==> src/pcrm_defs.svh <==
// Offsets, field positions, reset values and timing counts of the pulse monitor.
`ifndef PCRM_DEFS_SVH
`define PCRM_DEFS_SVH
`define OFS_CTL 6'h00
`define OFS_SCL 6'h04
`define OFS_SPT 6'h08
`define OFS_LIM 6'h0c
`define OFS_HYS 6'h10
`define OFS_DLY 6'h14
`define OFS_CMD 6'h18
`define OFS_ACC 6'h1c
`define OFS_CODE 6'h20
`define OFS_STAT 6'h24
`define OFS_CNT 6'h28
`define OFS_DISP 6'h2c
`define F_FUNC1 1:0
`define F_FUNC2 4:2
`define B_POL 5
`define B_SLOW 6
`define B_RSTEN 7
`define B_LEN1 8
`define B_LEN2 9
`define B_INV1 10
`define B_INV2 11
`define B_PLS1 12
`define B_PLS2 13
`define B_INDI 15
`define B_TMREN 16
`define F_DSEL 19:17
`define F_DP 21:20
`define F_LOW 9:0
`define F_HIGH 25:16
`define F_V14L 13:0
`define F_V14H 29:16
`define CTL_MASK 32'h003f_bfff
`define SCL_MASK 32'h03ff_03ff
`define SPT_MASK 32'h3fff_3fff
`define HYS_MASK 32'h03ff_3fff
`define CTL_RST 32'h0000_8380
`define SCL_RST 32'h0001_0001
`define SPT_RST 32'h0001_0001
`define LIM_RST 32'h0000_0000
`define HYS_RST 32'h0000_0001
`define DLY_RST 32'h0000_0000
`define CLK_NS 10
`define TICK_MS 100
`define TICK_CYC (`TICK_MS * 1000000 / `CLK_NS)
`define SLOW_MS 100
`define SLOW_CYC (`SLOW_MS * 1000000 / `CLK_NS)
`define FAST_US 10
`define FAST_CYC (`FAST_US * 1000 / `CLK_NS)
`define PULSE_MS 500
`define PULSE_TICKS (`PULSE_MS / `TICK_MS)
`define GATE_MS 1000
`define GATE_TICKS (`GATE_MS / `TICK_MS)
`define SHOW_S 60
`define SHOW_TICKS (`SHOW_S * 1000 / `TICK_MS)
`define DISP_MAX 9999
`define NEG_MIN 999
`define MUL_RPM 60
`define MUL_PPH 3600
`endif

==> src/pcrm_pkg.sv <==
// Types of the pulse counter and rate monitor.
package pcrm_pkg;
    typedef enum logic [1:0] {M_CNT, M_RPM, M_FREQ, M_PPH} mode_e;
    typedef enum logic [2:0] {F2_CNT, F2_CNT1, F2_RPM, F2_FREQ, F2_PPH} mode2_e;
    typedef struct packed {
        logic waitreq;
        logic [31:0] rdata;
        logic [31:0] ctl;
        logic [31:0] scl;
        logic [31:0] spt;
        logic [31:0] lim;
        logic [31:0] hys;
        logic [31:0] dly;
        logic [1:0] acc;
        logic [15:0] code;
        logic [1:0] ps;
        logic [1:0] rs;
        logic pin_f;
        logic lp_prev;
        logic [23:0] flt_cnt;
        logic [23:0] tick_cnt;
        logic tick;
        logic [9:0] pc1;
        logic [9:0] pc2;
        logic [9:0] rtim;
        logic [15:0] cnt1;
        logic [15:0] cnt2;
        logic hit1;
        logic hit2;
        logic [2:0] pls1;
        logic [2:0] pls2;
        logic [3:0] gate;
        logic [13:0] gp;
        logic [13:0] rate;
        logic rate_ovr;
        logic hi_st;
        logic lo_st;
        logic trip;
        logic held1;
        logic held2;
        logic mon;
        logic [9:0] rcnt;
        logic [9:0] st_cnt;
        logic [9:0] show_tmr;
        logic show;
        logic relay1;
        logic relay2;
        logic hi_f;
        logic lo_f;
        logic ovr_f;
        logic [15:0] disp;
        logic [1:0] dp;
    } state_s;
endpackage : pcrm_pkg

==> src/pulse_counter_rate_monitor.sv <==
// Pulse counter and rate monitor with two relay drives and an Avalon-MM register slave.
//
// The address map and the Avalon-MM slave port are this design's own decisions.
`timescale 1ns/1ps
`include "pcrm_defs.svh"
//
// Operation
// - Pre-scaler divides pulses, 1 to 1000.
// - Each pre-scale completion adds post-scale amount.
// - Count reaching setpoint switches and holds relay.
// - Auto reset timer clears 0.1-99.9 s later.
// - Remaining display is setpoint minus count, min -999.
// - Above upper limit trips, recovers by hysteresis.
// - Below lower limit trips, recovers by hysteresis.
// - Hysteresis defaults to one.
// - Fault relay action de-energise or energise, configurable.
// - Latch holds tripped relay while pin low.
// - Latch release restarts start-up delay.
// - Faults ignored during start-up delay.
// - Fault must persist whole reaction delay.
// - High, low and over-range indications flagged.
// - Rate mode on relay one forces relay two.
// - Relay two counts pulses, setpoints or rate.
// - Reset and latch share one pin.
// - Clear command zeroes selected counter.
// - Pulse polarity selects close or open.
// - Fast 8000 Hz or slow 5 Hz filter.
// - Rate updates within 1.1 s; count quick.
// - Temporary rate display reverts after one minute.
// - Decimal setting selects four display formats.
// - Access code locks options; same code clears.
// - Reaction delay defaults to zero.
// - Counting relay pulse 0.5 s or continuous.
module pulse_counter_rate_monitor #(
    parameter logic [23:0] TICK_CYCLES = 24'(`TICK_CYC),
    parameter logic [23:0] SLOW_CYCLES = 24'(`SLOW_CYC)
) (
    // Clock and reset
    input wire logic clk,
    input wire logic nrst,
    // Avalon-MM slave
    input wire logic [5:0] avs_address,
    input wire logic avs_read,
    input wire logic avs_write,
    input wire logic [31:0] avs_writedata,
    output logic [31:0] avs_readdata,
    output logic avs_waitrequest,
    // Pins, low when contacts are closed
    input wire logic pulse_pin_n,
    input wire logic reset_latch_pin_n,
    // Relay drives, high energises
    output logic relay_one,
    output logic relay_two,
    // Indications
    output logic high_fault,
    output logic low_fault,
    output logic over_range_flag,
    output logic [15:0] display_value,
    output logic [1:0] decimal_sel
);
    pcrm_pkg::state_s s;
    pcrm_pkg::state_s n;

    // ****************************************
    // Next-state logic
    // ****************************************
    always_comb begin
        logic acc;
        logic wr;
        logic cfg_ok;
        logic lvl;
        logic pulse_ev;
        logic lp;
        logic lp_rise;
        logic lp_fall;
        logic adv1;
        logic adv2;
        logic hit_ev1;
        logic rst1;
        logic rate1;
        logic rate2;
        logic act1;
        logic act2;
        logic fault1;
        logic fault2;
        logic raw_f;
        logic [9:0] pre;
        logic [9:0] post;
        logic [9:0] rdel;
        logic [13:0] up;
        logic [13:0] lo;
        logic [13:0] hy;
        logic [16:0] sum;
        logic [16:0] diff;
        logic [31:0] raw;
        logic [23:0] flim;
        logic [15:0] shown;
        pcrm_pkg::mode_e f1;
        pcrm_pkg::mode2_e f2;
        pcrm_pkg::mode_e kind;
        acc = 1'b0;
        wr = 1'b0;
        cfg_ok = 1'b0;
        lvl = 1'b0;
        pulse_ev = 1'b0;
        lp = 1'b0;
        lp_rise = 1'b0;
        lp_fall = 1'b0;
        adv1 = 1'b0;
        adv2 = 1'b0;
        hit_ev1 = 1'b0;
        rst1 = 1'b0;
        act1 = 1'b0;
        act2 = 1'b0;
        fault1 = 1'b0;
        fault2 = 1'b0;
        raw_f = 1'b0;
        sum = '0;
        diff = '0;
        raw = '0;
        shown = '0;
        n = s;
        f1 = pcrm_pkg::mode_e'(s.ctl[`F_FUNC1]);
        f2 = pcrm_pkg::mode2_e'(s.ctl[`F_FUNC2]);
        rate1 = (f1 != pcrm_pkg::M_CNT);
        rate2 = rate1 || (f2 == pcrm_pkg::F2_RPM) || (f2 == pcrm_pkg::F2_FREQ)
            || (f2 == pcrm_pkg::F2_PPH);
        pre = (s.scl[`F_LOW] == 10'h0) ? 10'h1 : s.scl[`F_LOW];
        post = (s.scl[`F_HIGH] == 10'h0) ? 10'h1 : s.scl[`F_HIGH];
        rdel = (s.hys[`F_HIGH] == 10'h0) ? 10'h1 : s.hys[`F_HIGH];
        up = s.lim[`F_V14L];
        lo = s.lim[`F_V14H];
        hy = s.hys[`F_V14L];

        // Common 0.1 s tick for every delay but the input filter, which counts clock cycles.
        n.tick = 1'b0;
        if (s.tick_cnt >= TICK_CYCLES - 24'h1) begin
            n.tick_cnt = '0;
            n.tick = 1'b1;
        end else begin
            n.tick_cnt = s.tick_cnt + 24'h1;
        end

        // ****************************************
        // Register slave
        // ****************************************
        acc = (avs_read | avs_write) & s.waitreq;
        wr = acc & avs_write;
        n.waitreq = ~acc;
        cfg_ok = wr & ~s.acc[0];
        if (cfg_ok) begin
            case (avs_address)
                `OFS_CTL: n.ctl = avs_writedata & `CTL_MASK;
                `OFS_SCL: n.scl = avs_writedata & `SCL_MASK;
                `OFS_SPT: n.spt = avs_writedata & `SPT_MASK;
                `OFS_LIM: n.lim = avs_writedata & `SPT_MASK;
                `OFS_HYS: n.hys = avs_writedata & `HYS_MASK;
                `OFS_DLY: n.dly = avs_writedata & `SCL_MASK;
                default: n.ctl = s.ctl;
            endcase
        end
        if (wr && avs_address == `OFS_ACC && s.code == 16'h0) begin
            n.acc = avs_writedata[1:0];
        end
        if (wr && avs_address == `OFS_CODE) begin
            if (s.code != 16'h0) begin
                if (avs_writedata[15:0] == s.code) begin
                    n.code = 16'h0;
                end
            end else begin
                n.code = avs_writedata[15:0];
            end
        end
        if (acc && avs_read) begin
            case (avs_address)
                `OFS_CTL: n.rdata = s.ctl;
                `OFS_SCL: n.rdata = s.scl;
                `OFS_SPT: n.rdata = s.spt;
                `OFS_LIM: n.rdata = s.lim;
                `OFS_HYS: n.rdata = s.hys;
                `OFS_DLY: n.rdata = s.dly;
                `OFS_ACC: n.rdata = {29'h0, (s.code != 16'h0), s.acc};
                `OFS_STAT: n.rdata = {24'h0, s.mon, s.show, s.hit2, s.hit1,
                    s.ovr_f, s.lo_f, s.hi_f, s.trip};
                `OFS_CNT: n.rdata = {s.cnt2, s.cnt1};
                `OFS_DISP: n.rdata = {14'h0, s.dp, s.disp};
                default: n.rdata = 32'h0;
            endcase
        end

        // ****************************************
        // Pin conditioning
        // ****************************************
        n.ps = {s.ps[0], pulse_pin_n};
        n.rs = {s.rs[0], reset_latch_pin_n};
        lvl = s.ctl[`B_POL] ? s.ps[1] : ~s.ps[1];
        flim = s.ctl[`B_SLOW] ? SLOW_CYCLES : 24'(`FAST_CYC);
        if (lvl != s.pin_f) begin
            if (s.flt_cnt >= flim - 24'h1) begin
                n.pin_f = lvl;
                n.flt_cnt = '0;
            end else begin
                n.flt_cnt = s.flt_cnt + 24'h1;
            end
        end else begin
            n.flt_cnt = '0;
        end
        pulse_ev = n.pin_f & ~s.pin_f;
        // One pin serves as relay-one reset and as latch.
        lp = ~s.rs[1];
        n.lp_prev = lp;
        lp_rise = lp & ~s.lp_prev;
        lp_fall = ~lp & s.lp_prev;

        // ****************************************
        // Counters
        // ****************************************
        if (!rate1 && pulse_ev) begin
            if (s.pc1 + 10'h1 >= pre) begin
                n.pc1 = '0;
                adv1 = 1'b1;
            end else begin
                n.pc1 = s.pc1 + 10'h1;
            end
        end
        if (adv1) begin
            sum = {1'b0, s.cnt1} + {7'h0, post};
            n.cnt1 = sum[16] ? 16'hffff : sum[15:0];
        end
        if (!rate1 && !s.hit1 && n.cnt1 >= {2'b0, s.spt[`F_V14L]}) begin
            n.hit1 = 1'b1;
            hit_ev1 = 1'b1;
            n.rtim = '0;
            n.pls1 = '0;
        end
        if (s.hit1 && s.tick) begin
            if (s.pls1 < 3'(`PULSE_TICKS)) begin
                n.pls1 = s.pls1 + 3'h1;
            end
            if (s.ctl[`B_TMREN]) begin
                if (s.rtim + 10'h1 >= rdel) begin
                    rst1 = 1'b1;
                end else begin
                    n.rtim = s.rtim + 10'h1;
                end
            end
        end
        if (s.ctl[`B_RSTEN] && lp_rise && !rate1) begin
            rst1 = 1'b1;
        end
        if (rst1 || (wr && avs_address == `OFS_CMD && avs_writedata[0])) begin
            n.cnt1 = '0;
            n.pc1 = '0;
            n.hit1 = 1'b0;
        end
        act1 = s.hit1 && (!s.ctl[`B_PLS1] || s.pls1 < 3'(`PULSE_TICKS));

        if (!rate2) begin
            if ((f2 == pcrm_pkg::F2_CNT && pulse_ev) || (f2 == pcrm_pkg::F2_CNT1 && hit_ev1)) begin
                if (s.pc2 + 10'h1 >= pre) begin
                    n.pc2 = '0;
                    adv2 = 1'b1;
                end else begin
                    n.pc2 = s.pc2 + 10'h1;
                end
            end
        end
        if (adv2) begin
            sum = {1'b0, s.cnt2} + {7'h0, post};
            n.cnt2 = sum[16] ? 16'hffff : sum[15:0];
        end
        if (!rate2 && !s.hit2 && n.cnt2 >= {2'b0, s.spt[`F_V14H]}) begin
            n.hit2 = 1'b1;
            n.pls2 = '0;
        end
        if (s.hit2 && s.tick && s.pls2 < 3'(`PULSE_TICKS)) begin
            n.pls2 = s.pls2 + 3'h1;
        end
        if (wr && avs_address == `OFS_CMD && avs_writedata[1]) begin
            n.cnt2 = '0;
            n.pc2 = '0;
            n.hit2 = 1'b0;
        end
        act2 = s.hit2 && (!s.ctl[`B_PLS2] || s.pls2 < 3'(`PULSE_TICKS));

        // ****************************************
        // Rate measurement over a 1 s gate
        // ****************************************
        kind = f1;
        if (!rate1) begin
            case (f2)
                pcrm_pkg::F2_RPM: kind = pcrm_pkg::M_RPM;
                pcrm_pkg::F2_PPH: kind = pcrm_pkg::M_PPH;
                default: kind = pcrm_pkg::M_FREQ;
            endcase
        end
        if (pulse_ev && s.gp != 14'h3fff) begin
            n.gp = s.gp + 14'h1;
        end
        if (s.tick) begin
            if (s.gate >= 4'(`GATE_TICKS - 1)) begin
                n.gate = '0;
                case (kind)
                    pcrm_pkg::M_RPM: raw = {18'h0, n.gp} * 32'd`MUL_RPM;
                    pcrm_pkg::M_PPH: raw = {18'h0, n.gp} * 32'd`MUL_PPH;
                    default: raw = {18'h0, n.gp};
                endcase
                n.rate_ovr = raw > 32'd`DISP_MAX;
                n.rate = n.rate_ovr ? 14'(`DISP_MAX) : raw[13:0];
                n.gp = '0;
            end else begin
                n.gate = s.gate + 4'h1;
            end
        end

        // ****************************************
        // Window comparator
        // ****************************************
        if (!s.mon) begin
            if (s.st_cnt >= s.dly[`F_LOW]) begin
                n.mon = 1'b1;
            end else if (s.tick) begin
                n.st_cnt = s.st_cnt + 10'h1;
            end
        end
        if (!s.mon || !rate2) begin
            n.hi_st = 1'b0;
            n.lo_st = 1'b0;
        end else begin
            if (up != 14'h0 && s.rate > up) begin
                n.hi_st = 1'b1;
            end else if (up == 14'h0 || {1'b0, s.rate} + {1'b0, hy} <= {1'b0, up}) begin
                n.hi_st = 1'b0;
            end
            if (lo != 14'h0 && s.rate < lo) begin
                n.lo_st = 1'b1;
            end else if (lo == 14'h0 || {1'b0, s.rate} >= {1'b0, lo} + {1'b0, hy}) begin
                n.lo_st = 1'b0;
            end
        end
        raw_f = s.hi_st | s.lo_st;
        if (!raw_f) begin
            n.rcnt = '0;
            n.trip = 1'b0;
        end else if (!s.trip) begin
            if (s.rcnt >= s.dly[`F_HIGH]) begin
                n.trip = 1'b1;
            end else if (s.tick) begin
                n.rcnt = s.rcnt + 10'h1;
            end
        end
        // A latched trip stays held while the pin is low.
        if (lp && s.trip && s.ctl[`B_LEN1]) begin
            n.held1 = 1'b1;
        end
        if (lp && s.trip && s.ctl[`B_LEN2]) begin
            n.held2 = 1'b1;
        end
        if (!lp) begin
            n.held1 = 1'b0;
            n.held2 = 1'b0;
        end
        if (lp_fall && rate2 && (s.ctl[`B_LEN1] || s.ctl[`B_LEN2])) begin
            n.mon = 1'b0;
            n.st_cnt = '0;
            n.hi_st = 1'b0;
            n.lo_st = 1'b0;
        end
        fault1 = s.trip | s.held1;
        fault2 = s.trip | s.held2;

        // ****************************************
        // Outputs
        // ****************************************
        if (rate1) begin
            n.relay1 = fault1 ? s.ctl[`B_INV1] : ~s.ctl[`B_INV1];
        end else begin
            n.relay1 = act1 ? ~s.ctl[`B_INV1] : s.ctl[`B_INV1];
        end
        if (rate2) begin
            n.relay2 = fault2 ? s.ctl[`B_INV2] : ~s.ctl[`B_INV2];
        end else begin
            n.relay2 = act2 ? ~s.ctl[`B_INV2] : s.ctl[`B_INV2];
        end
        n.hi_f = s.ctl[`B_INDI] & s.hi_st;
        n.lo_f = s.ctl[`B_INDI] & s.lo_st;
        n.ovr_f = rate2 ? s.rate_ovr : (s.cnt1 > 16'(`DISP_MAX));

        // Counting runs on while a rate value is shown for a while.
        if (!rate1 && wr && avs_address == `OFS_CMD && avs_writedata[2]) begin
            n.show = 1'b1;
            n.show_tmr = '0;
        end else if (s.show && s.tick) begin
            if (s.show_tmr >= 10'(`SHOW_TICKS - 1)) begin
                n.show = 1'b0;
            end else begin
                n.show_tmr = s.show_tmr + 10'h1;
            end
        end
        case (s.ctl[`F_DSEL])
            3'h1: diff = 17'({3'h0, s.spt[`F_V14L]}) - {1'b0, s.cnt1};
            3'h2: diff = {3'h0, s.rate};
            3'h3: diff = {1'b0, s.cnt2};
            3'h4: diff = 17'({3'h0, s.spt[`F_V14H]}) - {1'b0, s.cnt2};
            default: diff = {1'b0, s.cnt1};
        endcase
        if (rate1 || s.show) begin
            diff = {3'h0, s.rate};
        end
        if ($signed(diff) < -17'sd`NEG_MIN) begin
            shown = 16'(-`NEG_MIN);
        end else if (!diff[16] && diff[15:0] > 16'(`DISP_MAX)) begin
            shown = 16'(`DISP_MAX);
        end else begin
            shown = diff[15:0];
        end
        n.disp = shown;
        n.dp = s.ctl[`F_DP];
    end

    // ****************************************
    // State register
    // ****************************************
    always_ff @(posedge clk) begin
        if (!nrst) begin
            s <= '0;
            s.waitreq <= 1'b1;
            s.ctl <= `CTL_RST;
            s.scl <= `SCL_RST;
            s.spt <= `SPT_RST;
            s.lim <= `LIM_RST;
            s.hys <= `HYS_RST;
            s.dly <= `DLY_RST;
            s.ps <= 2'h3;
            s.rs <= 2'h3;
            s.relay1 <= 1'b1;
            s.relay2 <= 1'b1;
        end else begin
            s <= n;
        end
    end

    assign avs_readdata = s.rdata;
    assign avs_waitrequest = s.waitreq;
    assign relay_one = s.relay1;
    assign relay_two = s.relay2;
    assign high_fault = s.hi_f;
    assign low_fault = s.lo_f;
    assign over_range_flag = s.ovr_f;
    assign display_value = s.disp;
    assign decimal_sel = s.dp;
endmodule : pulse_counter_rate_monitor

==> config.mk <==
export PLATFORM = sky130hd
export DESIGN_NAME = pulse_counter_rate_monitor
export DESIGN_NICKNAME = d
export VERILOG_FILES = /design/src/pcrm_pkg.sv /design/src/pulse_counter_rate_monitor.sv
export VERILOG_INCLUDE_DIRS = /design/src /design/src/src
export SDC_FILE = /design/constraint.sdc
export NUM_CORES = 1
export LEC_CHECK = 0
export CAP_MARGIN = 20
export CORE_ASPECT_RATIO = 1.75
export CORE_MARGIN = 2
export CORE_UTILIZATION = 36
export CTS_CLUSTER_SIZE = 20
export DETAILED_ROUTE_END_ITERATION = 8
export DONT_BUFFER_PORTS = 1
export PLACE_DENSITY = 0.63
export SLEW_MARGIN = 20
export SYNTH_ARGS = -nofsm -noshare
export SYNTH_HDL_FRONTEND = slang
export SYNTH_SLANG_ARGS = --single-unit
==> constraint.sdc <==
create_clock -name clk -period 7.07 [get_ports clk]
set_clock_uncertainty 0.05 [all_clocks]
set_input_delay 1.414 -clock clk [delete_from_list [all_inputs] [get_ports clk]]
set_output_delay 1.414 -clock clk [all_outputs]
set_load 0.03 [all_outputs]
==> flow_summary.ini <==
[clock_network]
htree_levels = 2
numCtsBuffers = 40
cts_tree = done
cts.path.max_buffers = 3
clk_pin_slew_ps = 70
cts_sinks = 410
clock_latency_ps = 610
cts-root-buf = clkbuf_16
cts_hold_buffers = 0

[finish]
drive_gt1_share_pct = 13.2
area.growth.synth_to_final_pct = 15.8
mostFrequentLayoutCells = 450 x nand2_1, 403 x dfxtp_1, 341 x a21oi_1
final_common_cell = nand2_1
fin_nets = 4118
n_fill_cell = 7953
fin_cells = 4813

[timing]
final-max-slew-violation-count = 0
fmax_mhz = 145
setup_viol = 0
rsz0062_at_grt = yes
layout_setup_ws_ps = 157
hold_viol = 0
min_period_over_period_pct = 97.8
hold_slack_ps = 371
worstMarginPinSlew_ps = 1190
period_minus_slack_ps = 6910
slew_headroom_pct = 20.7

[run]
maxCapViolations = 0

[global_routing]
grt_use_total_pct = 26.1
antenna_found_initial = 5
grt_pass1_vias = 27300
grt_pass1_wl_mm = 162
grt_start_max_net_pins = 177
overflow = 0

[route]
drt_iter0_markers = 2047
drt-pass1-iter-count = 8
drt-total-wl_mm = 110
wl_per_cell_um = 22.8
ant_nets = 0
route.detailed.drc = 0
viasPerCell = 5.77
via_count = 27800

[synth]
synth_edf_count = 0
postSynthAreaPerCell_um2 = 7.88
synthArstFlopShare_pct = 0
synth_ff_type = dfxtp_1
synth_cell_types = 92
netlist_area_um2 = 28700
syn_nets = 4023
syn_inst = 3643
ys_ff_latch = 410
yosys_warnings = 0
ys_seq_area_share_pct = 28.6

[critical_path]
cp.arrival_ps = 7360
cpMostUsedCell = a21o_1
path_class = register to register
critical_path.slowest_cell = a2111oi_4
max_stage_delay_ps = 400
cp-start-kind = register
worstSetupEndpointType = register
crit_required_ps = 7520
cp_max_fo = 6

[placed_design]
port_buffers = 0
dp_cells = 4712
gp_congestion = 1.02
hpwl_mm = 84.3
dpl_worst_slack_ps = -752

[run_status]
outcome = complete, no violations

[die]
io_pins = 100
die_w_um = 217
dieArea_um2 = 82100
initial_core_util_pct = 36.2
rows = 137
fp.dieH_um = 378
core_um2 = 79400

[power_and_ir_drop]
p_per_area_nw_per_um2 = 144
total_power_w = 0.00480
p_int_w = 0.00363
power_frac_comb_pct = 3.3
netSwitchingFraction_pct = 24.4
p_leak_nw = 13.3
seqPwrFrac_pct = 48.7
power_switching_w = 0.00117
ir_drop_v = 0.000145
clkPwrFrac_pct = 48.0

[hold_path]
hold_path.class = register to register
area by class of cell:
class | count | area [µm²] | share of cell area (%)
Tap cell | 1042 | 1300 | 3.92
Timing Repair Buffer | 264 | 2050 | 6.16
Multi-Input combinational cell | 2766 | 19300 | 58.2
Inverter | 256 | 968 | 2.91
Sequential cell | 410 | 8220 | 24.7
Clock inverter | 19 | 251 | 0.756
Clock buffer | 52 | 1110 | 3.33
Antenna cell | 4 | 10.0 | 0.0301
critical path: cells and delay by family (launching register included):
family          cells  cell delay [ps]
simple gates        8             1120
flops               1              350
mux                 1              140
compound gates     16             3520
buf+inv             5              680
fa+ha+maj           3              710
xor+xnor            1              190
logic make-up after synthesis:
family,after synthesis,synth area share [%]
adder cells (fa/ha/maj),339,15.7
AND/OR/NAND/NOR,1258,20.6
multiplexers,25,0.889
XOR/XNOR,187,5.73
AO/OA/AOI/OAI,957,21.7
flip-flops,410,28.6
buffers and inverters,467,6.84
path summary, 6_finish.rpt:
path / start / to / slack [ps] / cells past startpoint
min: n[217]$_SDFF_PN1_ / s[217]$_SDFF_PN1_ / 370 / 1
min reg2reg: n[217]$_SDFF_PN1_ / s[217]$_SDFF_PN1_ / 370 / 1
max reg2reg: s[402]$_SDFFE_PN0P_ / s[99]$_SDFFE_PP0P_ / 160 / 34
max: s[402]$_SDFFE_PN0P_ / s[99]$_SDFFE_PP0P_ / 160 / 34
power by group through the flow:
stage | Clock [W] | Sequential [W] | Combinational, W
floorplan | 0 | 0.00238 | 0.000114
finish | 0.00231 | 0.00234 | 0.000157
CTS | 0.00233 | 0.00234 | 0.000150
global route | 0.00243 | 0.00234 | 0.000167
global placement | 0 | 0.00239 | 0.000148
detailed placement | 0 | 0.00239 | 0.000149
metal layers:
layer | routed length, µm | up-vias | share of wire (%) | track usage (%)
met3 | 7550 | 499 | 6.9 | 5.10
li1 | - | 13000 | - | -
met2 | 54100 | 1109 | 49 | 46.1
met1 | 36700 | 13100 | 34 | 25.6
met5 | 17 | - | 0.016 | 0
met4 | 11200 | 2 | 10 | 23.3
cells in the mapped netlist (31+ instances only):
cell      instances  share of area, %
nand2_1         458               6.0
dfxtp_1         410                29
a21oi_1         348               6.1
nor2_1          325               4.2
ha_1            299                13
inv_1           253               3.3
clkbuf_1        150               2.0
o21ai_0         129               2.2
xor2_1          103               3.1
a22oi_1          85               2.2
xnor2_1          83               2.5
nand3_1          74               1.3
nor3_1           65               1.1
buf_4            51               1.3
a21o_1           46               1.2
a31oi_1          45              0.98
and3_1           45              0.98
nand2b_1         44              0.96
o21a_1           40               1.0
nand4_1          39              0.85
fa_1             37               2.6
nor4_1           34              0.74
a221oi_1         32              0.98
and2_1           31              0.68
stage by stage:
stage                     setup TNS, ps  utilization (%)  area (µm²)
after floorplan                       0                -       28700
after global placement            -9240             38.9       30900
after detailed placement          -9230             38.9       30900
after CTS                             0             40.9       32400
after global routing               -693             41.9       33200
final                                 0             41.9       33200
state kept, by name, indices dropped and copies added, names as in the netlist:
signal           count
avs_readdata        32
avs_waitrequest      1
decimal_sel          2
display_value       16
high_fault           1
low_fault            1
n                    4
over_range_flag      1
relay_one            1
relay_two            1
s                  350
repair_timing:
| action | CTS | global route |
|---|---|---|
| setup buffers | 6 | 22 |
| gates resized for setup | 34 | 113 |
| gates cloned | 0 | 0 |
| endpoints found under the setup margin | 19 | 19 |
| pin swaps | 6 | 68 |
Note: power is estimated with default switching activity, not from simulation.
